## config.mk

```make
export PLATFORM = sky130hd
export DESIGN_NAME = cih_top
export DESIGN_NICKNAME = d
export VERILOG_FILES = /design/src/rtl/cih_pkg.sv /design/src/rtl/cih_ext_input.sv /design/src/rtl/cih_top.sv
export SDC_FILE = /design/constraint.sdc
export NUM_CORES = 1
export LEC_CHECK = 0
export ABC_CLOCK_PERIOD_IN_PS = 3100
export BUFFER_PORTS_ARGS = -buffer_cell sky130_fd_sc_hd__buf_2
export CORE_ASPECT_RATIO = 0.75
export CORE_MARGIN = 10
export CORE_UTILIZATION = 54
export DETAILED_ROUTE_END_ITERATION = 6
export PLACE_DENSITY = 0.8
export SLEW_MARGIN = 25
export SYNTH_ARGS = -nofsm -noshare
export SYNTH_HDL_FRONTEND = slang
export SYNTH_SLANG_ARGS = --single-unit
```

## constraint.sdc

```tcl
create_clock -name i_clock -period 3.1 [get_ports i_clock]
set_input_delay 0.31 -clock i_clock [delete_from_list [all_inputs] [get_ports i_clock]]
set_output_delay 0.31 -clock i_clock [all_outputs]
set_load 0.01 [all_outputs]
```

## src/rtl/cih_pkg.sv

```systemverilog
// constants shared by the interrupt handler, its checker and the bench
// assumes a 100 MHz system clock and a 32-bit Avalon-MM register bus
package cih_pkg;
  localparam int          NUM_VEC       = 15;
  localparam logic [14:0] SRC_VALID     = 15'h5EFF;  // 13 live vector slots
  localparam logic [14:0] HW_AUTOCLR    = 15'h000F;  // external and timer 0/1 slots
  localparam int          EXT0_IDX      = 0;
  localparam int          EXT1_IDX      = 2;
  localparam logic [15:0] VEC_BASE      = 16'h0003;
  localparam logic [15:0] VEC_STEP      = 16'h0008;
  localparam logic [2:0]  CALL_CYCLES   = 3'h4;
  localparam logic [4:0]  OFS_PENDING   = 5'h00;
  localparam logic [4:0]  OFS_ENABLE    = 5'h04;
  localparam logic [4:0]  OFS_PRIORITY  = 5'h08;
  localparam logic [4:0]  OFS_EXT_CFG   = 5'h0C;
  localparam logic [4:0]  OFS_STATUS    = 5'h10;
  localparam int          GLOBAL_EN_BIT = 15;
  localparam int          CFG_SENSE0    = 0;
  localparam int          CFG_POL0      = 1;
  localparam int          CFG_SENSE1    = 2;
  localparam int          CFG_POL1      = 3;
  localparam logic [14:0] PEND_RESET    = 15'h0000;
  localparam logic [14:0] EN_RESET      = 15'h0000;
  localparam logic [3:0]  CFG_RESET     = 4'h0;
endpackage

```

## src/rtl/cih_ext_input.sv

```systemverilog
// external interrupt pin conditioner: synchroniser, polarity and edge detect
// assumes the pin is asynchronous; only reads it, never drives it
`timescale 1ns/10ps
module cih_ext_input (
  input  wire logic i_clock,
  input  wire logic i_resetn,
  input  wire logic i_pin,
  input  wire logic i_polarity,
  output logic      o_active,
  output logic      o_edge
);
  typedef struct packed {
    logic s1;
    logic s2;
    logic act;
    logic edg;
  } cih_ext_state_t;

  cih_ext_state_t st_q, st_d;
  logic           level_now;

  always_comb begin
    st_d      = st_q;
    st_d.s1   = i_pin;
    st_d.s2   = st_q.s1;
    level_now = i_polarity ? st_q.s2 : ~st_q.s2;
    st_d.act  = level_now;
    st_d.edg  = level_now & ~st_q.act;
  end

  always_ff @(posedge i_clock or negedge i_resetn) begin
    if (!i_resetn) begin
      // starts at the idle-high pin level so reset leaves no false edge behind
      st_q <= '{s1: 1'b1, s2: 1'b1, act: 1'b0, edg: 1'b0};
    end else begin
      st_q <= st_d;
    end
  end

  assign o_active = st_q.act;
  assign o_edge   = st_q.edg;
endmodule // cih_ext_input

```

## src/rtl/cih_top.sv

```systemverilog
// interrupt handler: pending flags, enables, two priority levels, forced calls
// assumes the core pulses instruction completion and return completion
//
// Design decisions made here: the Avalon-MM interface to the registers and the register addresses.
`timescale 1ns/10ps
module cih_top (
  input  wire logic        i_clock,
  input  wire logic        i_resetn,
  input  wire logic [4:0]  i_avs_address,
  input  wire logic        i_avs_read,
  input  wire logic        i_avs_write,
  input  wire logic [31:0] i_avs_writedata,
  input  wire logic [3:0]  i_avs_byteenable,
  output logic      [31:0] o_avs_readdata,
  output logic             o_avs_waitrequest,
  input  wire logic [14:0] i_src_event,
  input  wire logic        i_ext_irq_input_0,
  input  wire logic        i_ext_irq_input_1,
  input  wire logic        i_instr_done,
  input  wire logic        i_return_from_interrupt_done,
  output logic             o_call_valid,
  output logic      [15:0] o_call_vector,
  output logic             o_call_busy,
  output logic             o_in_service_hi,
  output logic             o_in_service_lo
);
  import cih_pkg::*;

  typedef struct packed {
    logic [14:0] pend;
    logic [14:0] en;
    logic        glob;
    logic [14:0] prio;
    logic [3:0]  cfg;
    logic        req_valid;
    logic [3:0]  req_idx;
    logic        req_hi;
    logic        hi_act;
    logic        lo_act;
    logic        block_one;
    logic [2:0]  call_cnt;
    logic        busy;
    logic        ack;
    logic        waitreq;
    logic [31:0] rdata;
    logic        call_valid;
    logic [15:0] call_vec;
  } cih_state_t;

  cih_state_t  st_q, st_d;
  logic        ext0_act, ext0_edge, ext1_act, ext1_edge;
  logic [14:0] elig, elig_hi, elig_lo, ev, lvl_mask, lvl_val;
  logic        wr_hit, rd_go;
  logic [3:0]  pick;
  logic [31:0] mrg;

  // lowest index wins among equal level requests
  function automatic logic [3:0] cih_first(input logic [14:0] v);
    logic [3:0] r;
    r = 4'hF;
    for (int k = NUM_VEC - 1; k >= 0; k--) begin
      if (v[k]) begin
        r = 4'(k);
      end
    end
    return r;
  endfunction

  // vector slots are eight bytes apart above the first one
  function automatic logic [15:0] cih_vector(input logic [3:0] idx);
    return VEC_BASE + (VEC_STEP * {12'h000, idx});
  endfunction

  // byte lanes that are not enabled keep their old contents
  function automatic logic [31:0] cih_merge(
    input logic [31:0] old,
    input logic [31:0] nw,
    input logic [3:0]  be
  );
    logic [31:0] r;
    r = old;
    for (int b = 0; b < 4; b++) begin
      if (be[b]) begin
        r[b*8 +: 8] = nw[b*8 +: 8];
      end
    end
    return r;
  endfunction

  // pins are only observed here; the pin routing elsewhere is untouched
  cih_ext_input u_ext0 (
    .i_clock    (i_clock),
    .i_resetn   (i_resetn),
    .i_pin      (i_ext_irq_input_0),
    .i_polarity (st_q.cfg[CFG_POL0]),
    .o_active   (ext0_act),
    .o_edge     (ext0_edge)
  );

  cih_ext_input u_ext1 (
    .i_clock    (i_clock),
    .i_resetn   (i_resetn),
    .i_pin      (i_ext_irq_input_1),
    .i_polarity (st_q.cfg[CFG_POL1]),
    .o_active   (ext1_act),
    .o_edge     (ext1_edge)
  );

  always_comb begin
    st_d          = st_q;
    st_d.call_valid = 1'b0;
    mrg           = 32'h00000000;
    rd_go         = (i_avs_read | i_avs_write) & ~st_q.ack;
    wr_hit        = i_avs_write & st_q.ack;
    pick          = 4'hF;

    // bus: one wait cycle, write and read data at the edge waitrequest is low
    st_d.ack      = rd_go;
    st_d.waitreq  = ~rd_go;
    if (rd_go && i_avs_read) begin
      case (i_avs_address)
        OFS_PENDING: begin
          st_d.rdata = {17'h00000, st_q.pend};
        end
        OFS_ENABLE: begin
          st_d.rdata = {16'h0000, st_q.glob, st_q.en};
        end
        OFS_PRIORITY: begin
          st_d.rdata = {17'h00000, st_q.prio};
        end
        OFS_EXT_CFG: begin
          st_d.rdata = {28'h0000000, st_q.cfg};
        end
        OFS_STATUS: begin
          st_d.rdata = {25'h0000000, st_q.block_one, st_q.lo_act, st_q.hi_act, st_q.req_idx};
        end
        default: begin
          st_d.rdata = 32'h00000000;
        end
      endcase
    end
    if (wr_hit) begin
      case (i_avs_address)
        OFS_PENDING: begin
          mrg       = cih_merge({17'h00000, st_q.pend}, i_avs_writedata, i_avs_byteenable);
          st_d.pend = mrg[14:0] & SRC_VALID;
        end
        OFS_ENABLE: begin
          mrg       = cih_merge({16'h0000, st_q.glob, st_q.en}, i_avs_writedata, i_avs_byteenable);
          st_d.glob = mrg[GLOBAL_EN_BIT];
          st_d.en   = mrg[14:0] & SRC_VALID;
        end
        OFS_PRIORITY: begin
          mrg       = cih_merge({17'h00000, st_q.prio}, i_avs_writedata, i_avs_byteenable);
          st_d.prio = mrg[14:0] & SRC_VALID;
        end
        OFS_EXT_CFG: begin
          mrg      = cih_merge({28'h0000000, st_q.cfg}, i_avs_writedata, i_avs_byteenable);
          st_d.cfg = mrg[3:0];
        end
        OFS_STATUS: begin
          // status is read only; a write there is dropped on purpose
          st_d.cfg = st_d.cfg;
        end
        default: begin
          st_d.cfg = st_d.cfg;
        end
      endcase
    end

    // request issued at instruction end; call takes four cycles
    if (st_q.call_cnt != 3'h0) begin
      st_d.call_cnt = st_q.call_cnt - 3'h1;
    end
    if (i_instr_done && st_q.req_valid && !st_q.block_one && st_q.call_cnt == 3'h0) begin
      st_d.call_valid = 1'b1;
      st_d.call_vec   = cih_vector(st_q.req_idx);
      st_d.call_cnt   = CALL_CYCLES;
      if (st_q.req_hi) begin
        st_d.hi_act = 1'b1;
      end else begin
        st_d.lo_act = 1'b1;
      end
      pick = st_q.req_idx;
      // only external edge flags and timer 0/1 flags self clear
      if (HW_AUTOCLR[st_q.req_idx]) begin
        st_d.pend[st_q.req_idx] = 1'b0;
      end
    end

    // busy is a flop of its own so the core never sees a decode glitch on it
    st_d.busy = (st_d.call_cnt != 3'h0);

    // return: drop the innermost level, then let one instruction run
    if (i_return_from_interrupt_done) begin
      if (st_q.hi_act) begin
        st_d.hi_act = 1'b0;
      end else begin
        st_d.lo_act = 1'b0;
      end
      st_d.block_one = 1'b1;
    end else if (i_instr_done && st_q.block_one) begin
      st_d.block_one = 1'b0;
    end

    // hardware sets win over software or vectoring clears
    ev            = i_src_event & SRC_VALID;
    ev[EXT0_IDX]  = st_q.cfg[CFG_SENSE0] & ext0_edge;
    ev[EXT1_IDX]  = st_q.cfg[CFG_SENSE1] & ext1_edge;
    st_d.pend     = st_d.pend | ev;
    lvl_mask      = 15'h0000;
    lvl_val       = 15'h0000;
    lvl_mask[EXT0_IDX] = ~st_q.cfg[CFG_SENSE0];
    lvl_mask[EXT1_IDX] = ~st_q.cfg[CFG_SENSE1];
    lvl_val[EXT0_IDX]  = ext0_act;
    lvl_val[EXT1_IDX]  = ext1_act;
    st_d.pend     = (st_d.pend & ~lvl_mask) | (lvl_val & lvl_mask);

    // detect stage: sampled every cycle from registered state, so a request
    // seen before a global clear can still go if the next instruction ends now
    elig    = st_q.glob ? (st_q.pend & st_q.en) : 15'h0000;
    elig_hi = 15'h0000;
    elig_lo = 15'h0000;
    // a running high routine is never preempted
    if (!st_q.hi_act) begin
      elig_hi = elig & st_q.prio;
    end
    // equal level waits for the return and one more instruction
    if (!st_q.hi_act && !st_q.lo_act) begin
      elig_lo = elig & ~st_q.prio;
    end
    if (elig_hi != 15'h0000) begin
      st_d.req_valid = 1'b1;
      st_d.req_hi    = 1'b1;
      st_d.req_idx   = cih_first(elig_hi);
    end else if (elig_lo != 15'h0000) begin
      st_d.req_valid = 1'b1;
      st_d.req_hi    = 1'b0;
      st_d.req_idx   = cih_first(elig_lo);
    end else begin
      st_d.req_valid = 1'b0;
      st_d.req_hi    = 1'b0;
      st_d.req_idx   = 4'hF;
    end
    // the just-taken request must not be offered twice
    if (st_d.call_valid && st_d.req_idx == pick) begin
      st_d.req_valid = 1'b0;
    end
  end

  always_ff @(posedge i_clock or negedge i_resetn) begin
    if (!i_resetn) begin
      st_q.pend       <= PEND_RESET;
      st_q.en         <= EN_RESET;
      st_q.glob       <= 1'b0;
      st_q.prio       <= 15'h0000;
      st_q.cfg        <= CFG_RESET;
      st_q.req_valid  <= 1'b0;
      st_q.req_idx    <= 4'hF;
      st_q.req_hi     <= 1'b0;
      st_q.hi_act     <= 1'b0;
      st_q.lo_act     <= 1'b0;
      st_q.block_one  <= 1'b0;
      st_q.call_cnt   <= 3'h0;
      st_q.busy       <= 1'b0;
      st_q.ack        <= 1'b0;
      // waitrequest idles high so nothing looks answered while in reset
      st_q.waitreq    <= 1'b1;
      st_q.rdata      <= 32'h00000000;
      st_q.call_valid <= 1'b0;
      st_q.call_vec   <= 16'h0000;
    end else begin
      st_q <= st_d;
    end
  end

  assign o_avs_readdata    = st_q.rdata;
  assign o_avs_waitrequest = st_q.waitreq;
  assign o_call_valid      = st_q.call_valid;
  assign o_call_vector     = st_q.call_vec;
  assign o_call_busy       = st_q.busy;
  assign o_in_service_hi   = st_q.hi_act;
  assign o_in_service_lo   = st_q.lo_act;
endmodule // cih_top

```

* Word-level counts from Yosys, hierarchy flattened
Memory sizes are Yosys's and may differ from the RTL's.
Cells that the tools add are included.
** Storage, ports and cells
- Register bits :: 118
- Bits in read-only memories :: 16
- Input port bits :: 64
- Logic and storage cells :: 155
- Memories :: 1
** Cells by class
- Add/sub/neg operators :: 2
- Magnitude comparators :: 2
- Eq/ne operators :: 5
- Muxes and demuxes :: 68
- Bitwise operators :: 26
- Reductions and logical operators :: 23
** Memories
- (name not given) :: depth 16, width 1, read ports 1, clocked after Yosys merged registers in 0, wr ports 0, RTL line cih_top.sv:186 : if (HW_AUTOCLR[st_q.req_idx]) begin
** Operators by type and width (count)
- $mux W4 :: 31
- $mux W15 :: 7
- $pmux W16 S5 :: 1
- $and A15 B15 Y15 :: 5
- $mux W50 :: 1
- $mux W8 :: 4
- $not A15 Y15 :: 2
- $reduce_bool A15 Y1 :: 2
- $mux W17 :: 1
- $mux W16 :: 1
- $not A3 Y15 :: 1
- $or A15 B15 Y15 :: 1
- $or A15 B3 Y15 :: 1
- $reduce_and A3 Y1 :: 5
- $mux W7 :: 2
- $mux W1 :: 13
- $mux W6 :: 2
- $eq A5 B4 Y1 const B :: 2
- $add A2 B7 Y8 const A :: 1
- $logic_and A1 B1 Y1 :: 8
- $not A1 Y1 :: 8
- $and A1 B1 Y1 :: 6
- $mux W3 :: 2
- $reduce_bool A3 Y1 :: 2
- 14 further kinds :: 17

* Longest topological paths before layout
- Depth in word-level cells :: 24
- Depth in mapped cells :: 9
- Depth with buffers taken out :: 8

* Cells and area by module
Synthesis repeated with hierarchy kept, for this count alone.
** Second synthesis, totals
- Cells, all modules :: 448
- Area, all modules :: 4777.1 sq um
** Modules (own cells, without submodules)
- cih_top :: times used 1, cells an instance 436, area an instance 4536.9 sq um, sequential area each 2083.2 sq um
- cih_ext_input :: times used 2, cells an instance 6, area an instance 120.1 sq um, sequential area each 102.6 sq um

* Worst setup path after synthesis
OpenSTA, ideal clock, no wires.
- Path type :: reg2reg
- Start point :: reg st_q, in the netlist o_in_service_lo
- End point :: reg st_q[63] (netlist name)
- Library setup time :: 0.126 ns
- Arrival time :: 2.201 ns
- Data required time :: 2.974 ns
- Setup slack :: 0.772 ns
- Cell stages (with the launch flop) :: 8
- Path buffers :: 0
- Cells stage by stage :: dfrtp_1 nor4bb_1 a22oi_1 a311o_2 a41oi_1 xnor2_1 nand3_1 o32a_1
** RTL lines
- from (decl) :: RTL line cih_top.sv:50 : cih_state_t st_q, st_d;
- from (signal assigned) :: RTL line cih_top.sv:273 : st_q <= st_d;

==> impl_metrics.toml <==
[setup_path]
cp.required_ns = 3.33
r2r-end = "st_q[63]"
path_max_fanout = 7
worstSetupPathType = "flip-flop to flip-flop"
r2r_start = "o_in_service_lo"
cp.arrival_ns = 2.78
worstRegToRegCells = 8
end_kind = "flip-flop"
reg2reg_slack_ns = 0.55
start_kind = "flip-flop"

[hold_path]
hp-class = "input port to flip-flop"
hold_start = "i_ext_irq_input_1"
hold_end = "u_ext1.st_d[2]"
hold_depth = 1

[sta]
skew_ns = 0.00792
tns_ns = 0
rsz0062_at_grt = "false"
max_slew_margin_pct = 49.2
drv_slew = 0
hold_viol_final = 0
fmax_mhz = 393
tightest_slew_ns = 0.762
setup_viol = 0
min_period_over_period_pct = 82.1
fin_crit_ns = 2.55
hold_slack_ns = 0.0558

[pwr]
vdd_drop_max_mv = 0.486
powerDensity_nw_per_um2 = 530
power.leakage_nw = 2.56
power_mw = 2.81

[placement]
dpl_cell_area_um2 = 5020
io_buffer_count = 66
hpwlAfterDp_um = 9260
gp_congestion = 0.893

[yosys]
netlist_area_um2 = 4830
ys_seq_elements = 91
syn_area_per_cell_um2 = 10.7
syn_inst = 452
ys_top_cells_by_area = "dfrtp_1 (42%), buf_4 (7.5%), mux2_2 (7.2%)"
ys.flop_type = "dfrtp_1"
synthMostInstantiatedCell = "dfrtp_1"
synth_edf_count = 0
ys_seq_area_share_pct = 47.4
ys_types = 69
synthArstFlopShare_pct = 100
synth_area_leader_cell = "dfrtp_1"
synth.top_cell.area_share_pct = 42.5
yosysWarnings = 0
ys_top_cells_by_count = "dfrtp_1 (82), buf_4 (48), nand2_1 (47)"

[cts]
post_cts_buffers = 0
cts_max_level = 3
numCtsBuffers = 9
ctsHoldBuffers = 1
ctsResizeCount = 0
cts_tree = "yes"
worstSkewPairLatency_ns = 0.35
cts.sinks = 91
cts_buffer_depth = 2
cts_root_buf = "clkbuf_16"
clk_pin_slew_worst_paths_ns = 0.07

[routing]
drtAntennaViolNets = 0
viasPerCell = 5.86
drtIter0Drc = 252
wl_um = 12000
routedWlPerCell_um = 19.6
firstDrtPassIters = 5
vias = 3588
drc = 0

[status]
status = "finished clean"

[layout]
fin_area_um2 = 5310
diodes = 0
area_growth_pct = 9.89
layout.nets = 566
fillers = 722
drive_above_1_share_pct = 31.2

[grt]
grt-ovfl-total = 0
grt_pass1_vias = 3632
antenna_found_initial = 0
grt_pass1_wl_um = 19100
grt_max_degree = 49
grtUsageTotal_pct = 18.3

[floorplanning]
start_util_pct = 56.2
die_h_um = 102
core_um2 = 8600
die-area_um2 = 13200
die_x_um = 129
io_pins = 117
rows = 29

[job]
drv_cap = 0
[report_power, final]
group	internal [mW]	switching, mW
registers	1.29	0.0767
clock network	0.549	0.480
logic	0.182	0.240
[cell families (layout without fill, tap and decap cells)]
family                   after synthesis  in the layout  share of synthesized area [%]
AND/OR/NAND/NOR                      141            141                           16.4
flip-flops                            91             91                           47.4
AO/OA/AOI/OAI                         91             91                           14.6
buffers and inverters                 76            103                           10.0
XOR/XNOR                               7              7                           1.27
multiplexers                          42             42                           9.50
other                                  1             26                         0.0776
adder cells (fa/ha/maj)                3              3                          0.777
[layout make-up]
class | count | area (µm²) | area share, %
timing repair buffer | 74 | 408 | 7.68
clock inverter | 7 | 52.6 | 0.990
inverter | 13 | 48.8 | 0.919
clock buffer | 9 | 225 | 4.24
sequential | 91 | 2290 | 43.1
multi-input combinational | 310 | 2150 | 40.5
tap | 108 | 135 | 2.54
[metrics by stage]
step           setup slack, ns  utilization [%]  cells
3_3_place_gp             0.627             58.4    595
3_5_place_dp             0.582             58.4    595
5_1_grt                  0.404             61.7    612
2_1_floorplan            0.772                -    477
6_report                 0.554             61.7    612
4_1_cts                  0.577             61.7    612
[state kept, by name, summed over array words and instances (netlist names)]
| signal | cells |
|---|---|
| u_ext1.o_edge | 1 |
| u_ext0.st_d | 1 |
| o_call_vector | 5 |
| u_ext1.st_d | 1 |
| o_avs_waitrequest | 1 |
| u_ext0.st_q | 1 |
| o_avs_readdata | 16 |
| st_q | 57 |
| o_in_service_lo | 1 |
| u_ext0.o_edge | 1 |
| u_ext1.st_q | 1 |
| o_call_busy | 1 |
| o_call_valid | 1 |
| o_in_service_hi | 1 |
| u_ext0.o_active | 1 |
| u_ext1.o_active | 1 |
[how the worst max path moves through the flow]
stage / startpoint / to / slack, ns
after floorplan: o_in_service_lo / st_q[63] / 0.77
after global placement: o_in_service_lo / st_q[63] / 0.63
after detailed placement: o_in_service_lo / st_q[63] / 0.58
after CTS: o_in_service_lo / st_q[63] / 0.58
after global routing: o_in_service_lo / st_q[63] / 0.40
final: o_in_service_lo / st_q[63] / 0.55
[critical path, cell delays in order, from the launching register on]
cell	delay [ns]
dfrtp_1	0.50
nor4bb_1	0.33
buf_4	0.18
a22oi_1	0.10
a311o_2	0.38
a41oi_1	0.33
xnor2_1	0.17
nand3_1	0.10
o32a_1	0.34
[layer usage]
| metal | GRT usage (%) | routed length [µm] | part of all wire, % |
|---|---|---|---|
| met1 | 25.3 | 5580 | 46 |
| met2 | 27.4 | 5290 | 44 |
| met3 | 5.33 | 1030 | 8.5 |
| met4 | 5.49 | 128 | 1.1 |
| met5 | 0 | 0 | 0 |
[cells in the final DEF, fill, tap and decap left out, drive strengths merged, types with 10 or more instances in the layout]
| master | n |
|---|---|
| mux2 | 31 |
| and3 | 14 |
| buf | 73 |
| a211o | 10 |
| dfrtp | 82 |
| nand2 | 47 |
| conb | 26 |
| inv | 15 |
| nor2 | 16 |
| mux2i | 11 |
| o21ai | 26 |
| a21oi | 11 |
Note: power is estimated with default switching activity, not from simulation.
